## config.mk

```make
export PLATFORM = sky130hd
export DESIGN_NAME = task_switch_fault_control
export DESIGN_NICKNAME = d
export VERILOG_FILES = /design/src/common/task_fault_pkg.sv /design/src/common/fault_vec_if.sv /design/src/verilog/fault_vector_decode.sv /design/src/verilog/task_switch_fault_control.sv
export SDC_FILE = /design/constraint.sdc
export NUM_CORES = 1
export LEC_CHECK = 0
export ABC_AREA = 0
export BUFFER_PORTS_ARGS = -buffer_cell sky130_fd_sc_hd__buf_2
export CAP_MARGIN = 10
export CORE_MARGIN = 5
export CORE_UTILIZATION = 45
export DETAILED_ROUTE_END_ITERATION = 16
export PLACE_DENSITY_LB_ADDON = 0.05
export SLEW_MARGIN = 0
export SYNTH_ARGS = -nofsm -noshare
export SYNTH_HDL_FRONTEND = slang
export SYNTH_SLANG_ARGS = --single-unit
```

## constraint.sdc

```tcl
create_clock -name sys_clk -period 2.8 [get_ports sys_clk]
set_clock_uncertainty 0.15 [all_clocks]
set_input_delay 0.7 -clock sys_clk [delete_from_list [all_inputs] [get_ports sys_clk]]
set_output_delay 0.7 -clock sys_clk [all_outputs]
set_load 0.03 [all_outputs]
```

## src/common/task_fault_pkg.sv

```systemverilog
// Constants and types shared by the task switch and fault control block
package task_fault_pkg;
	localparam logic [15:0] TSB_MIN_LIMIT = 16'h002B;
	localparam int NESTED_FLAG_POS = 14;
	localparam logic [3:0] TYPE_AVAIL = 4'h1;
	localparam logic [3:0] TYPE_BUSY = 4'h3;
	localparam logic [7:0] VEC_COPROC_NA = 8'h07;
	localparam logic [7:0] VEC_DOUBLE = 8'h08;
	localparam logic [7:0] VEC_COPROC_OVR = 8'h09;
	localparam logic [7:0] VEC_BAD_TASK = 8'h0A;
	localparam logic [7:0] VEC_NOT_PRESENT = 8'h0B;
	localparam logic [7:0] VEC_STACK = 8'h0C;
	localparam logic [7:0] VEC_GEN_PROT = 8'h0D;
	localparam logic [15:0] RESET_CODE_SEG = 16'hF000;
	localparam logic [15:0] RESET_INSTR_PTR = 16'hFFF0;
	localparam logic [15:0] SP_WRAP_LO0 = 16'h0000;
	localparam logic [15:0] SP_WRAP_LO1 = 16'h0001;
	localparam logic [15:0] SP_WRAP_HI0 = 16'hFFFE;
	localparam logic [15:0] SP_WRAP_HI1 = 16'hFFFF;
	localparam logic [3:0] UPPER_ADDR_HIGH = 4'hF;
	localparam logic [3:0] UPPER_ADDR_LOW = 4'h0;

	typedef enum logic [1:0]
	{
		SW_JUMP = 2'b00,
		SW_CALL = 2'b01,
		SW_INT = 2'b10,
		SW_RETURN = 2'b11
	} switch_cause_e;

	typedef enum logic [1:0]
	{
		FS_NORMAL = 2'b00,
		FS_DOUBLE = 2'b01,
		FS_SHUTDOWN = 2'b10
	} fault_state_e;

	typedef enum logic [1:0]
	{
		PT_ADJUST = 2'b00,
		PT_VERIFY_RD = 2'b01,
		PT_VERIFY_WR = 2'b10,
		PT_LOAD = 2'b11
	} ptr_test_e;
endpackage

```

## src/common/fault_vec_if.sv

```systemverilog
// Exception request and vector result between the controller and its vector decoder
`timescale 1ns/100ps
interface fault_vec_if;
	import task_fault_pkg::*;
	logic [7:0] vector;
	logic pushCode;
	logic atFault;
	logic restartable;
	logic [15:0] savedSp;
	modport ctrl (output vector, output savedSp, input pushCode, input atFault, input restartable);
	modport dec (input vector, input savedSp, output pushCode, output atFault, output restartable);
endinterface

```

## src/verilog/fault_vector_decode.sv

```systemverilog
// Per-vector attributes of protected mode exceptions
`timescale 1ns/100ps
module fault_vector_decode
	import task_fault_pkg::*;
(
	fault_vec_if.dec vec
);
	function automatic logic spWrapped(input logic [15:0] sp);
		spWrapped = (sp == SP_WRAP_LO0) || (sp == SP_WRAP_LO1) ||
			(sp == SP_WRAP_HI0) || (sp == SP_WRAP_HI1);
	endfunction

	always_comb
	begin
		vec.pushCode = 1'b0;
		vec.atFault = 1'b1;
		vec.restartable = 1'b0;
		case (vec.vector)
			VEC_COPROC_OVR:
			begin
				vec.atFault = 1'b0;
			end
			VEC_DOUBLE, VEC_GEN_PROT:
			begin
				vec.pushCode = 1'b1;
			end
			VEC_BAD_TASK, VEC_NOT_PRESENT:
			begin
				vec.pushCode = 1'b1;
				vec.restartable = 1'b1;
			end
			VEC_STACK:
			begin
				vec.pushCode = 1'b1;
				// Stack wrap by push-all or pop-all cannot be resumed
				vec.restartable = !spWrapped(vec.savedSp);
			end
			default:
			begin
				vec.atFault = 1'b1;
			end
		endcase
	end
endmodule

```

## src/verilog/task_switch_fault_control.sv

```systemverilog
// Task switch, fault sequencing and pointer test control
`timescale 1ns/100ps
// Summary of operation
// - Task state descriptor usable only if its limit exceeds 002B hex.
// - Nested-task flag lives at flag bit 14 and steers interrupt return.
// - Interrupt return pops stack when nested clear, else switches back to task.
// - Switch other than return marks new block busy, old busy unless jump, writes back link.
// - Nested flag of incoming task set for call or interrupt, not jump.
// - Interrupt without task switch clears the nested flag.
// - Busy is marked by rewriting descriptor type 1 to type 3.
// - Using a selector of an already busy block raises general protection.
// - Coprocessor overrun on vector 9, no error code, not at escape.
// - Error code for 8,10-13; only 10, 11, 12 restartable.
// - Push-all or pop-all stack wrap faults are non-restartable, boundary stack pointer.
// - Every task switch sets task-switched flag; coprocessor context left alone.
// - Escape or wait with task-switched and coprocessor-present raises vector 7.
// - Two exceptions in one instruction cause the double fault.
// - Exception during double fault enters shutdown, which blocks task switches and further faults.
// - Shutdown left by non-maskable interrupt, or by reset into real mode.
// - Shutdown is announced by a halt bus cycle with address line one low.
// - Reset starts real mode fetching at F000:FFF0.
// - Top address lines high for code until code segment reloaded, else low.
// - Task selector load also loads its hidden base and limit.
// - Verify instructions set zero when segment readable or writable.
// - Privilege adjust takes maximum, zero on change; limit and rights load zero on success.
module task_switch_fault_control
	import task_fault_pkg::*;
(
	// Clock and reset
	input wire logic sys_clk,
	input wire logic rst_b,
	// Task switch request
	input wire logic switchReq,
	input wire switch_cause_e switchCause,
	input wire logic [15:0] newSelector,
	input wire logic [15:0] descLimit,
	input wire logic [3:0] descType,
	input wire logic [23:0] descBase,
	input wire logic [15:0] linkSelector,
	// Task selector register load
	input wire logic taskSelLoad,
	// Interrupt service and interrupt return
	input wire logic intNoSwitch,
	input wire logic iretReq,
	input wire logic flagWrite,
	input wire logic [15:0] flagWriteData,
	// Machine status word load
	input wire logic statusWordLoad,
	input wire logic [3:0] statusWordData,
	// Coprocessor use
	input wire logic coprocInstr,
	// Exceptions
	input wire logic faultReq,
	input wire logic [7:0] faultVector,
	input wire logic [15:0] faultSp,
	input wire logic instrDone,
	input wire logic nmiReq,
	// Segment reference
	input wire logic codeSegLoad,
	input wire logic codeSegRef,
	// Pointer test
	input wire logic ptrTestReq,
	input wire ptr_test_e ptrTestOp,
	input wire logic [1:0] selPrivilege,
	input wire logic [1:0] regPrivilege,
	input wire logic segReadable,
	input wire logic segWritable,
	input wire logic ptrAccessOk,
	// Task switch results
	output logic switchGo,
	output logic iretPops,
	output logic markOldBusy,
	output logic markNewBusy,
	output logic [3:0] busyType,
	output logic [15:0] backLink,
	output logic [15:0] task_selector_register,
	output logic [23:0] taskBase,
	output logic [15:0] taskLimit,
	output logic [15:0] flags,
	output logic [3:0] machine_status_word,
	// Exception results
	output logic excValid,
	output logic [7:0] excVector,
	output logic excPushCode,
	output logic excAtFault,
	output logic excRestartable,
	output logic shutdown,
	output logic haltCycle,
	output logic haltAddr1,
	// Addressing and pointer test results
	output logic [3:0] upperAddr,
	output logic [15:0] resetCodeSeg,
	output logic [15:0] resetInstrPtr,
	output logic zero_flag,
	output logic [1:0] adjustedPrivilege
);
	localparam int TS_POS = 3;
	localparam int MP_POS = 1;
	localparam int PE_POS = 0;

	function automatic logic tsbUsable(input logic [15:0] lim, input logic [3:0] typ);
		tsbUsable = (lim > TSB_MIN_LIMIT) && (typ == TYPE_AVAIL);
	endfunction

	////////////////////////////////////////////////////////////////////////////
	logic [15:0] flags_q, flags_d;
	logic [3:0] msw_q, msw_d;
	logic [15:0] tsel_q, tsel_d;
	logic [23:0] tbase_q, tbase_d;
	logic [15:0] tlim_q, tlim_d;
	logic [15:0] link_q, link_d;
	logic oldBusy_q, oldBusy_d;
	logic newBusy_q, newBusy_d;
	logic go_q, go_d;
	logic pops_q, pops_d;
	logic busyFault;

	always_comb
	begin
		flags_d = flags_q;
		msw_d = msw_q;
		tsel_d = tsel_q;
		tbase_d = tbase_q;
		tlim_d = tlim_q;
		link_d = link_q;
		oldBusy_d = 1'b0;
		newBusy_d = 1'b0;
		go_d = 1'b0;
		pops_d = 1'b0;
		busyFault = 1'b0;
		if (flagWrite)
			flags_d = flagWriteData;
		if (statusWordLoad)
			msw_d = statusWordData | {3'b000, msw_q[PE_POS]};
		if (intNoSwitch)
			flags_d[NESTED_FLAG_POS] = 1'b0;
		if (iretReq && !flags_q[NESTED_FLAG_POS])
			pops_d = 1'b1;
		if (switchReq && !shutdown)
		begin
			if (switchCause == SW_RETURN || tsbUsable(descLimit, descType))
			begin
				go_d = 1'b1;
				newBusy_d = (switchCause != SW_RETURN);
				oldBusy_d = (switchCause == SW_CALL) || (switchCause == SW_INT);
				if (switchCause != SW_RETURN)
					link_d = tsel_q;
				flags_d = flagWriteData;
				// Incoming nested flag comes from the new task unless call or interrupt
				if (switchCause == SW_CALL || switchCause == SW_INT)
					flags_d[NESTED_FLAG_POS] = 1'b1;
				msw_d[TS_POS] = 1'b1;
				tsel_d = newSelector;
				tbase_d = descBase;
				tlim_d = descLimit;
			end
			else
				busyFault = 1'b1;
		end
		else if (taskSelLoad)
		begin
			tsel_d = newSelector;
			tbase_d = descBase;
			tlim_d = descLimit;
		end
	end

	always_ff @(posedge sys_clk)
	begin
		if (!rst_b)
		begin
			flags_q <= 16'h0002;
			msw_q <= 4'h0;
			tsel_q <= 16'h0000;
			tbase_q <= 24'h000000;
			tlim_q <= 16'h0000;
			link_q <= 16'h0000;
			oldBusy_q <= 1'b0;
			newBusy_q <= 1'b0;
			go_q <= 1'b0;
			pops_q <= 1'b0;
		end
		else
		begin
			flags_q <= flags_d;
			msw_q <= msw_d;
			tsel_q <= tsel_d;
			tbase_q <= tbase_d;
			tlim_q <= tlim_d;
			link_q <= link_d;
			oldBusy_q <= oldBusy_d;
			newBusy_q <= newBusy_d;
			go_q <= go_d;
			pops_q <= pops_d;
		end
	end

	assign switchGo = go_q;
	assign iretPops = pops_q;
	assign markOldBusy = oldBusy_q;
	assign markNewBusy = newBusy_q;
	assign busyType = TYPE_BUSY;
	assign backLink = link_q;
	assign task_selector_register = tsel_q;
	assign taskBase = tbase_q;
	assign taskLimit = tlim_q;
	assign flags = flags_q;
	assign machine_status_word = msw_q;

	////////////////////////////////////////////////////////////////////////////
	fault_state_e fstate_q, fstate_d;
	logic excPend_q, excPend_d;
	logic [7:0] vec_q, vec_d;
	logic [15:0] sp_q, sp_d;
	logic halt_q, halt_d;
	logic coprocFault;
	logic anyFault;
	logic [7:0] rawVec;
	fault_vec_if vecBus ();

	// Coprocessor escape or wait traps while a stale context may be loaded
	assign coprocFault = coprocInstr && msw_q[TS_POS] && msw_q[MP_POS];
	assign anyFault = faultReq || coprocFault || busyFault;
	always_comb
	begin
		if (busyFault)
			rawVec = VEC_GEN_PROT;
		else if (coprocFault)
			rawVec = VEC_COPROC_NA;
		else
			rawVec = faultVector;
	end

	always_comb
	begin
		fstate_d = fstate_q;
		// Pending exception stands until the instruction boundary; a new fault wins
		excPend_d = excPend_q && !instrDone;
		vec_d = vec_q;
		sp_d = sp_q;
		halt_d = 1'b0;
		case (fstate_q)
			FS_NORMAL:
			begin
				if (anyFault)
				begin
					// Second fault of the same instruction escalates
					if (excPend_q)
					begin
						vec_d = VEC_DOUBLE;
					end
					else
						vec_d = rawVec;
					excPend_d = 1'b1;
					sp_d = faultSp;
					if (excPend_q)
						fstate_d = FS_DOUBLE;
				end
			end
			FS_DOUBLE:
			begin
				if (anyFault)
				begin
					fstate_d = FS_SHUTDOWN;
					halt_d = 1'b1;
				end
				else if (instrDone)
					fstate_d = FS_NORMAL;
			end
			FS_SHUTDOWN:
			begin
				// Everything but the non-maskable interrupt is ignored here
				if (nmiReq)
				begin
					fstate_d = FS_NORMAL;
					excPend_d = 1'b0;
				end
			end
			default:
			begin
				fstate_d = FS_NORMAL;
			end
		endcase
	end

	always_ff @(posedge sys_clk)
	begin
		if (!rst_b)
		begin
			fstate_q <= FS_NORMAL;
			excPend_q <= 1'b0;
			vec_q <= 8'h00;
			sp_q <= 16'h0000;
			halt_q <= 1'b0;
		end
		else
		begin
			fstate_q <= fstate_d;
			excPend_q <= excPend_d;
			vec_q <= vec_d;
			sp_q <= sp_d;
			halt_q <= halt_d;
		end
	end

	assign vecBus.vector = vec_q;
	assign vecBus.savedSp = sp_q;

	fault_vector_decode decoder
	(
		.vec(vecBus)
	);

	assign excValid = excPend_q;
	assign excVector = vec_q;
	assign excPushCode = vecBus.pushCode;
	assign excAtFault = vecBus.atFault;
	assign excRestartable = vecBus.restartable;
	assign shutdown = (fstate_q == FS_SHUTDOWN);
	assign haltCycle = halt_q;
	assign haltAddr1 = 1'b0;

	////////////////////////////////////////////////////////////////////////////
	logic csLoaded_q, csLoaded_d;
	logic zf_q, zf_d;
	logic [1:0] adj_q, adj_d;

	always_comb
	begin
		csLoaded_d = csLoaded_q || codeSegLoad;
		zf_d = zf_q;
		adj_d = adj_q;
		if (ptrTestReq)
		begin
			case (ptrTestOp)
				PT_ADJUST:
				begin
					adj_d = (regPrivilege > selPrivilege) ? regPrivilege : selPrivilege;
					zf_d = regPrivilege > selPrivilege;
				end
				PT_VERIFY_RD:
					zf_d = segReadable;
				PT_VERIFY_WR:
					zf_d = segWritable;
				PT_LOAD:
					zf_d = ptrAccessOk;
				default:
					zf_d = zf_q;
			endcase
		end
	end

	always_ff @(posedge sys_clk)
	begin
		if (!rst_b)
		begin
			csLoaded_q <= 1'b0;
			zf_q <= 1'b0;
			adj_q <= 2'b00;
		end
		else
		begin
			csLoaded_q <= csLoaded_d;
			zf_q <= zf_d;
			adj_q <= adj_d;
		end
	end

	// Real mode reset start lets boot code sit at the top of memory
	assign upperAddr = (codeSegRef && !csLoaded_q) ? UPPER_ADDR_HIGH : UPPER_ADDR_LOW;
	assign resetCodeSeg = RESET_CODE_SEG;
	assign resetInstrPtr = RESET_INSTR_PTR;
	assign zero_flag = zf_q;
	assign adjustedPrivilege = adj_q;
endmodule

```

==> impl_metrics.json, run 1 <==
{
  "status": "finished clean",
  "gp_congestion": 0.790,
  "drtPass1Iterations": 7,
  "cts_buffers": 17,
  "grt_pass1_wl_um": 25200,
  "cts_root_buffer": "clkbuf_16",
  "grt_util_all_layers_pct": 21.5,
  "final_max_slew_viol_count": 0,
  "syn-cell-area_sq_mm": 0.00543,
  "cts_tree": "yes",
  "wire_per_inst_um": 15.6,
  "cp.arrival_ps": 1730,
  "cpPeakStageDelay_ps": 520,
  "vias": 5443,
  "grt_max_degree": 89,
  "finalSetupTns_ps": 0,
  "final_cell_mix": "245 x buf_2, 127 x dfxtp_1, 96 x a21oi_1",
  "overflow": 0,
  "postCtsHoldBufs": 0,
  "synth_top_area_cell": "dfxtp_1",
  "cp_slowest_cell": "or4_1",
  "dp_hpwl_um": 11700,
  "ff2ff_path_depth": 5,
  "cts-resized-gates": 0,
  "die_x_um": 120,
  "maxCapViolCount": 0,
  "grt_antenna_before_repair": 1,
  "viasPerCell": 5.27,
  "cp-startpoint": "sp_q[7]",
  "synthCells": 645,
  "synth_edf_count": 0,
  "worstMarginPinSlew_ps": 1160,
  "reg2reg_to": "task_selector_register[9]",
  "rsz0062_at_grt": "no",
  "powerDensity_mw_per_mm2": 692,
  "synth-seq-area-share_pct": 46.8,
  "ant_nets": 0,
  "syn2layout_area_growth_pct": 33.0,
  "drc_errors": 0,
  "crit_end": "excRestartable",
  "min_path_type": "reg -> reg",
  "dieArea_sq_mm": 0.0144,
  "fin_nets": 1021,
  "clk_path_buf_depth": 2,
  "fp.coreArea_sq_mm": 0.0119,
  "cp-start-kind": "flip-flop",
  "fin_crit_ps": 2580,
  "fmax_mhz": 388,
  "synth_async_sr_flop_share_pct": 0,
  "reg2reg_setup_slack_ps": 620,
  "netlist.area_leader.share_pct": 46.8,
  "path_clk_slew_ps": 50,
  "hold_viol": 0,
  "grt_pass1_vias": 5115,
  "numPortBuffers": 245,
  "crit_fanout": 3,
  "yosys-top-cells-area": "dfxtp_1 47%, a21oi_1 8.8%, nand3_1 6.0%",
  "post_cts_buffers": 0,
  "critPathRequiredTime_ps": 1950,
  "vdd_ir_drop_max_v": 0.000469,
  "slew_headroom_pct": 23.0,
  "ys_seq_elements": 127,
  "r2r-start": "fstate_q[0]",
  "io_pins": 300,
  "multi_input_area_sq_mm": 0.00247,
  "path_cells": "nand4_1 > or4_1 > nand4_1 > a21oi_1 > buf_2",
  "yosys_warnings": 0,
  "end_kind": "output pin",
  "final_cell_count_no_fill": 1032,
  "insertion_delay_ps": 400,
  "num-fill-cells": 1120,
  "drtIter0Drc": 376,
  "ys_types": 49,
  "setup_viol": 0,
  "final_common_cell": "buf_2",
  "seqCellArea_sq_mm": 0.00254,
  "dp_cells": 999,
  "p_total_w": 0.00500,
  "routed_wl_um": 16100,
  "start_util_pct": 45.6,
  "h-tree-depth": 4,
  "p_leak_nw": 3.34,
  "std_cell_rows": 40,
  "syn_area_per_cell_sq_um": 8.42,
  "criticalPathCategory": "reg -> out",
  "die-height_um": 120,
  "cts_num_sinks": 127,
  "cp_common_cell": "nand4_1",
  "post-route-period-util_pct": 92.2,
  "drive_gt1_share_pct": 34.2,
  "yosys_most_used_dff": "dfxtp_1"
}
[per-stage QoR]
step | cell area [sq um] | hold slack, ps | setup slack (ps) | utilization (%)
global route | 7220 | 313 | 95.7 | 60.6
global placement | 6640 | 277 | 275 | 55.7
CTS | 7220 | 297 | 174 | 60.6
floorplan | 5560 | 285 | 419 | -
finish | 7220 | 288 | 219 | 60.6
detailed placement | 6640 | 280 | 206 | 55.7
[worst min-delay path by stage]
stage                    start  slack, ps  depth (start not counted)    endpoint
detailed placement   flags[14]        280                          1    iretPops
global placement     flags[14]        280                          1    iretPops
global route         flags[14]        310                          1    iretPops
finish               flags[14]        290                          1    iretPops
CTS                  flags[14]        300                          1    iretPops
floorplan           csLoaded_q        280                          2  csLoaded_q
[layer usage]
layer	up-vias	part of all wire (%)	global-route usage, %	routed length, um
met5	-	0	0	0
met4	0	2.7	9.66	439
met3	29	8.2	6.74	1330
met2	232	49	36.4	7910
met1	2526	40	24.8	6460
li1	2656	-	-	-
[critical path, delay by kind of cell, from the launching register on]
kind,cells,cell delay [ps]
AOI/OAI and AO/OA,1,70
DFF,1,350
and+or+nand+nor,3,740
buffers and inverters,1,170
[power by group]
part           total, W  internal, W  switching, W
combinational  0.000872     0.000289      0.000583
sequential      0.00200      0.00192     0.0000721
clock           0.00213      0.00140      0.000729
total           0.00500      0.00361       0.00138
[cell usage after synthesis, types with 5 or more instances]
| cell | number |
|---|---|
| nand4_1 | 6 |
| nand3_1 | 65 |
| buf_1 | 5 |
| o21ai_1 | 64 |
| nor2_1 | 39 |
| inv_1 | 7 |
| dfxtp_1 | 127 |
| nand2_1 | 39 |
| buf_4 | 42 |
| a21oi_1 | 96 |
| mux2i_1 | 21 |
| buf_2 | 21 |
| clkbuf_1 | 20 |
| o21ai_0 | 29 |
[sequential cells by signal (all words and copies together) (netlist names), 2 cells and up]
name and flops:
adjustedPrivilege 2, backLink 16, excVector 8, flags 16, fstate_q 2, machine_status_word 4
sp_q 15, taskBase 24, taskLimit 16, task_selector_register 16
[layout make-up]
class	count	share of cell area, %
multi-input combinational	455	34.1
sequential	127	35.2
timing repair buffer	262	19.6
antenna	1	0.0347
clock inverter	6	1.11
clock buffer	26	6.91
inverter	8	0.433
tap	147	2.55
[logic make-up (layout without fill, tap and decap cells)]
logic type      count (synthesis)  count (layout)  share of synthesized area, %
compound gates                212             212                          21.5
simple gates                  181             181                          16.4
flops                         127             127                          46.8
buf+inv                        98             302                          10.4
mux                            21              21                          3.87
fa+ha+maj                       4               4                         0.921
other cells                     2              38                         0.138
(Power assumes the default switching activity.)
==> run 2, diff against run 1 <==
- CAP_MARGIN: 10 -> 40
- CELL_PAD_IN_SITES_DETAIL_PLACEMENT: unset -> 0
- CELL_PAD_IN_SITES_GLOBAL_PLACEMENT: unset -> 1
- CORE_UTILIZATION: 45 -> 31
==> run 2 against run 1 <==
  * Sequential share of layout area decreased by 0.79 points
  * Maximum frequency decreased by 0.73%
  * Sequential cell count did not move
  * Via count is 1.9% lower
  * Worst setup slack worse by 19 ps
  * Global-route usage fell by 4.6 points
  * Core utilization fell by 18 points
  * Clock power is 5% higher
  * Power up 2.4%
  * Register-to-register slack improved by 80 ps
  * Final cell count grew 7.5%
==> impl_metrics.json, run 2 (synthesized netlist as in run 1, its figures left out) <==
{
  "fmax_mhz": 385,
  "slew_headroom_pct": 59.2,
  "switching_power_w": 0.00146,
  "viasPerCell": 4.81,
  "grt_pass1_vias": 5335,
  "cts_buffers": 17,
  "std_cell_rows": 48,
  "dp_cells": 1077,
  "overflow": 0,
  "h-tree-depth": 4,
  "utilization_pct": 42.9,
  "drtPass1Iterations": 5,
  "drive_gt1_share_pct": 34.4,
  "die_x_um": 142,
  "grt_pass1_wl_um": 27500,
  "criticalPathCategory": "reg -> out",
  "largest_register_ffs": 24,
  "dieArea_sq_mm": 0.0203,
  "post_cts_buffers": 0,
  "fin_nets": 1021,
  "cts_root_buffer": "clkbuf_16",
  "maxCapViolCount": 0,
  "grt_antenna_before_repair": 2,
  "routed_wl_um": 17700,
  "cts_num_sinks": 127,
  "hold_viol": 0,
  "status": "finished clean",
  "drc_errors": 0,
  "p_clk_share_pct": 43.6,
  "post-route-period-util_pct": 92.8,
  "dp_hpwl_um": 13100,
  "fp.coreArea_sq_mm": 0.0172,
  "final_common_cell": "buf_2",
  "fin_crit_ps": 2600,
  "gp_congestion": 0.766,
  "ant_nets": 0,
  "cts_tree": "yes",
  "cp-start-kind": "flip-flop",
  "cts-resized-gates": 0,
  "clk_path_buf_depth": 2,
  "postCtsHoldBufs": 0,
  "powerDensity_mw_per_mm2": 692,
  "min_path_type": "reg -> reg",
  "internal-power_w": 0.00366,
  "numPortBuffers": 245,
  "insertion_delay_ps": 400,
  "power.share.sequential_pct": 39.0,
  "final_cell_count_no_fill": 1109,
  "vias": 5338,
  "wire_per_inst_um": 16.0,
  "final_cell_mix": "245 x buf_2, 127 x dfxtp_1, 96 x a21oi_1",
  "finalSetupTns_ps": 0,
  "crit_fanout": 3,
  "grt_util_all_layers_pct": 16.9,
  "setup_viol": 0,
  "die-height_um": 142,
  "start_util_pct": 31.5,
  "worstMarginPinSlew_ps": 611,
  "final_max_slew_viol_count": 0,
  "combPwrFrac_pct": 17.4,
  "io_pins": 300,
  "end_kind": "output pin",
  "cp.arrival_ps": 1750,
  "p_sw_share_pct": 28.5,
  "critPathRequiredTime_ps": 1950,
  "hold_slack_ps": 298,
  "drtIter0Drc": 235,
  "grt_max_degree": 44,
  "path_clk_slew_ps": 60,
  "syn2layout_area_growth_pct": 36.0,
  "vdd_ir_drop_max_v": 0.000399,
  "p_leak_nw": 3.36,
  "rsz0062_at_grt": "no"
}
==> run 2: cell count changes in the layout (fill, tap and decap cells not counted), sizes merged <==
cell	change
bufinv	+1
clkbuf	-5
clkinv	+1
clkinvlp	+2
==> run 2: per-layer routing <==
layer	GRT usage (%)	share of wire (%)
met1	19.7	40
met2	28.7	49
met3	6.99	9.6
met4	4.25	1.1
met5	0	0.040
==> run 2: layout make-up <==
| class | instances | area [sq um] |
|---|---|---|
| Antenna cell | 1 | 2.50 |
| Tap cell | 225 | 282 |
| Multi-Input combinational cell | 455 | 2480 |
| Inverter | 8 | 31.3 |
| Clock inverter | 10 | 138 |
| Sequential cell | 127 | 2540 |
| Fill cell | 1833 | 9850 |
| Timing Repair Buffer | 262 | 1450 |
| Clock buffer | 21 | 460 |
==> run 2: stage by stage <==
step | setup WS (ps) | total power (W) | cell area, sq um
global placement | 157 | 0.00291 | 6790
floorplan | 419 | 0.00265 | 5560
global route | 94.6 | 0.00536 | 7390
CTS | 155 | 0.00519 | 7380
detailed placement | 131 | 0.00293 | 6790
finish | 201 | 0.00511 | 7390
==> run 2: final timing paths <==
check / startpoint / to / slack [ps] / cells past startpoint
max reg2reg: machine_status_word[3] / sp_q[13] / 700 / 6
min: flags[12] / flags[12] / 300 / 2
max: sp_q[7] / excRestartable / 200 / 5
min reg2reg: flags[12] / flags[12] / 300 / 2
==> run 2: power groups by stage <==
stage / combinational [W] / sequential [W] / clock, W
6_report: 0.000887 / 0.00200 / 0.00223
5_1_grt: 0.000965 / 0.00201 / 0.00238
4_1_cts: 0.000895 / 0.00200 / 0.00230
3_5_place_dp: 0.000894 / 0.00203 / 0
3_3_place_gp: 0.000884 / 0.00203 / 0
2_1_floorplan: 0.000451 / 0.00220 / 0
==> run 2: critical path: stages, from the launching register on <==
cell,delay [ps]
dfxtp_1,360
nand4_1,110
or4_1,520
nand4_1,110
a21oi_1,70
buf_2,180
==> run 3, diff against run 2 <==
- CTS_BUF_LIST: unset -> sky130_fd_sc_hd__clkbuf_4 sky130_fd_sc_hd__clkbuf_8 sky130_fd_sc_hd__clkbuf_16
==> run 3 against run 2 <==
  * First-iteration DRC count fell by 6.0%
  * Design area is 0.10% higher
  * Power rose by 0.39%
  * Hold slack is the same
  * Global-route usage is essentially flat
  * Clock-buffer cell count unchanged
  * Non-clock buffer count unchanged
  * Largest cell class unchanged
==> impl_metrics.json, run 3 (synthesized netlist as in run 1, its figures left out) <==
{
  "min_to": "flags[12]",
  "ff2ff_path_depth": 6,
  "io_pins": 300,
  "fin_crit_ps": 2600,
  "multi_input_area_sq_mm": 0.00248,
  "dieArea_sq_mm": 0.0203,
  "wire_per_inst_um": 16.0,
  "hold_slack_ps": 298,
  "fp.coreArea_sq_mm": 0.0172,
  "path_clk_slew_ps": 60,
  "final_max_slew_viol_count": 0,
  "hold_viol": 0,
  "post_cts_buffers": 0,
  "finalSetupTns_ps": 0,
  "die_x_um": 142,
  "reg2reg_setup_slack_ps": 700,
  "powerDensity_mw_per_mm2": 694,
  "crit_fanout": 3,
  "p_total_w": 0.00513,
  "grt_max_degree": 44,
  "p_leak_nw": 3.37,
  "vdd_ir_drop_max_v": 0.000399,
  "rsz0062_at_grt": "no",
  "hold_start": "flags[12]",
  "seqCellArea_sq_mm": 0.00254,
  "h-tree-depth": 4,
  "post-place-ws_ps": 131,
  "cts_tree": "yes",
  "clk_path_buf_depth": 2,
  "post-route-period-util_pct": 92.8,
  "die-height_um": 142,
  "maxCapViolCount": 0,
  "drtPass1Iterations": 5,
  "numPortBuffers": 245,
  "dp_hpwl_um": 13100,
  "cts-resized-gates": 0,
  "postCtsHoldBufs": 0,
  "drc_errors": 0,
  "cts_root_buffer": "clkbuf_16",
  "overflow": 0,
  "ant_nets": 0,
  "viasPerCell": 4.82,
  "worstMarginPinSlew_ps": 611,
  "drtIter0Drc": 221,
  "status": "finished clean",
  "r2r-start": "machine_status_word[3]",
  "grt_util_all_layers_pct": 16.9,
  "start_util_pct": 31.5,
  "cp-start-kind": "flip-flop",
  "fmax_mhz": 385,
  "largest_register_ffs": 24,
  "utilization_pct": 42.9,
  "final_cell_mix": "245 x buf_2, 127 x dfxtp_1, 96 x a21oi_1",
  "gp_congestion": 0.766,
  "num-fill-cells": 1834,
  "hold_depth": 2,
  "grt_pass1_wl_um": 27500,
  "cts_buffers": 17,
  "setup_slack_ps": 200,
  "drive_gt1_share_pct": 34.7,
  "grt_pass1_vias": 5336,
  "critPathRequiredTime_ps": 1950,
  "grt_antenna_before_repair": 2,
  "end_kind": "output pin",
  "min_path_type": "reg -> reg",
  "reg2reg_to": "sp_q[13]",
  "routed_wl_um": 17700,
  "insertion_delay_ps": 400,
  "setup_viol": 0,
  "fin_nets": 1021,
  "cp.arrival_ps": 1750,
  "vias": 5346,
  "slew_headroom_pct": 59.2,
  "cts_num_sinks": 127,
  "final_common_cell": "buf_2",
  "criticalPathCategory": "reg -> out",
  "syn2layout_area_growth_pct": 36.1,
  "std_cell_rows": 48
}
[run 3: layout make-up]
cell class | instances | share of cell area, %
Timing Repair Buffer | 262 | 19.7
Inverter | 8 | 0.423
Antenna cell | 1 | 0.0338
Multi-Input combinational cell | 455 | 33.5
Tap cell | 225 | 3.81
Clock inverter | 10 | 1.86
Sequential cell | 127 | 34.4
Clock buffer | 21 | 6.33
[run 3: worst max path at each step]
| stage | start | end | depth (start not counted) |
|---|---|---|---|
| global route | sp_q[7] | excRestartable | 5 |
| global placement | descLimit[7] | excVector[2] | 6 |
| finish | sp_q[7] | excRestartable | 5 |
| detailed placement | descLimit[6] | excVector[2] | 6 |
| floorplan | codeSegRef | upperAddr[1] | 2 |
| CTS | sp_q[7] | excRestartable | 5 |
[run 3: per-stage QoR]
step	cells	instance area (sq um)
6_report	1109	7390
5_1_grt	1109	7390
4_1_cts	1108	7390
3_5_place_dp	1077	6790
3_3_place_gp	1077	6790
2_1_floorplan	680	5560
[run 3: worst max-delay path: stages (launching register included)]
cell,delay [ps]
dfxtp_1,360
nand4_1,110
or4_1,520
nand4_1,110
a21oi_1,70
buf_2,180
[run 3: layer usage]
metal / up-vias / wire length [um] / global-route usage (%)
met5: - / 7 / 0
met2: 193 / 8710 / 28.7
met1: 2486 / 7120 / 19.8
met3: 12 / 1690 / 6.99
met4: 2 / 191 / 4.25
li1: 2653 / - / -
[run 3: power breakdown]
| part | internal (W) | switching, W |
|---|---|---|
| logic | 0.000294 | 0.000593 |
| registers | 0.00192 | 0.0000750 |
| clock network | 0.00146 | 0.000790 |
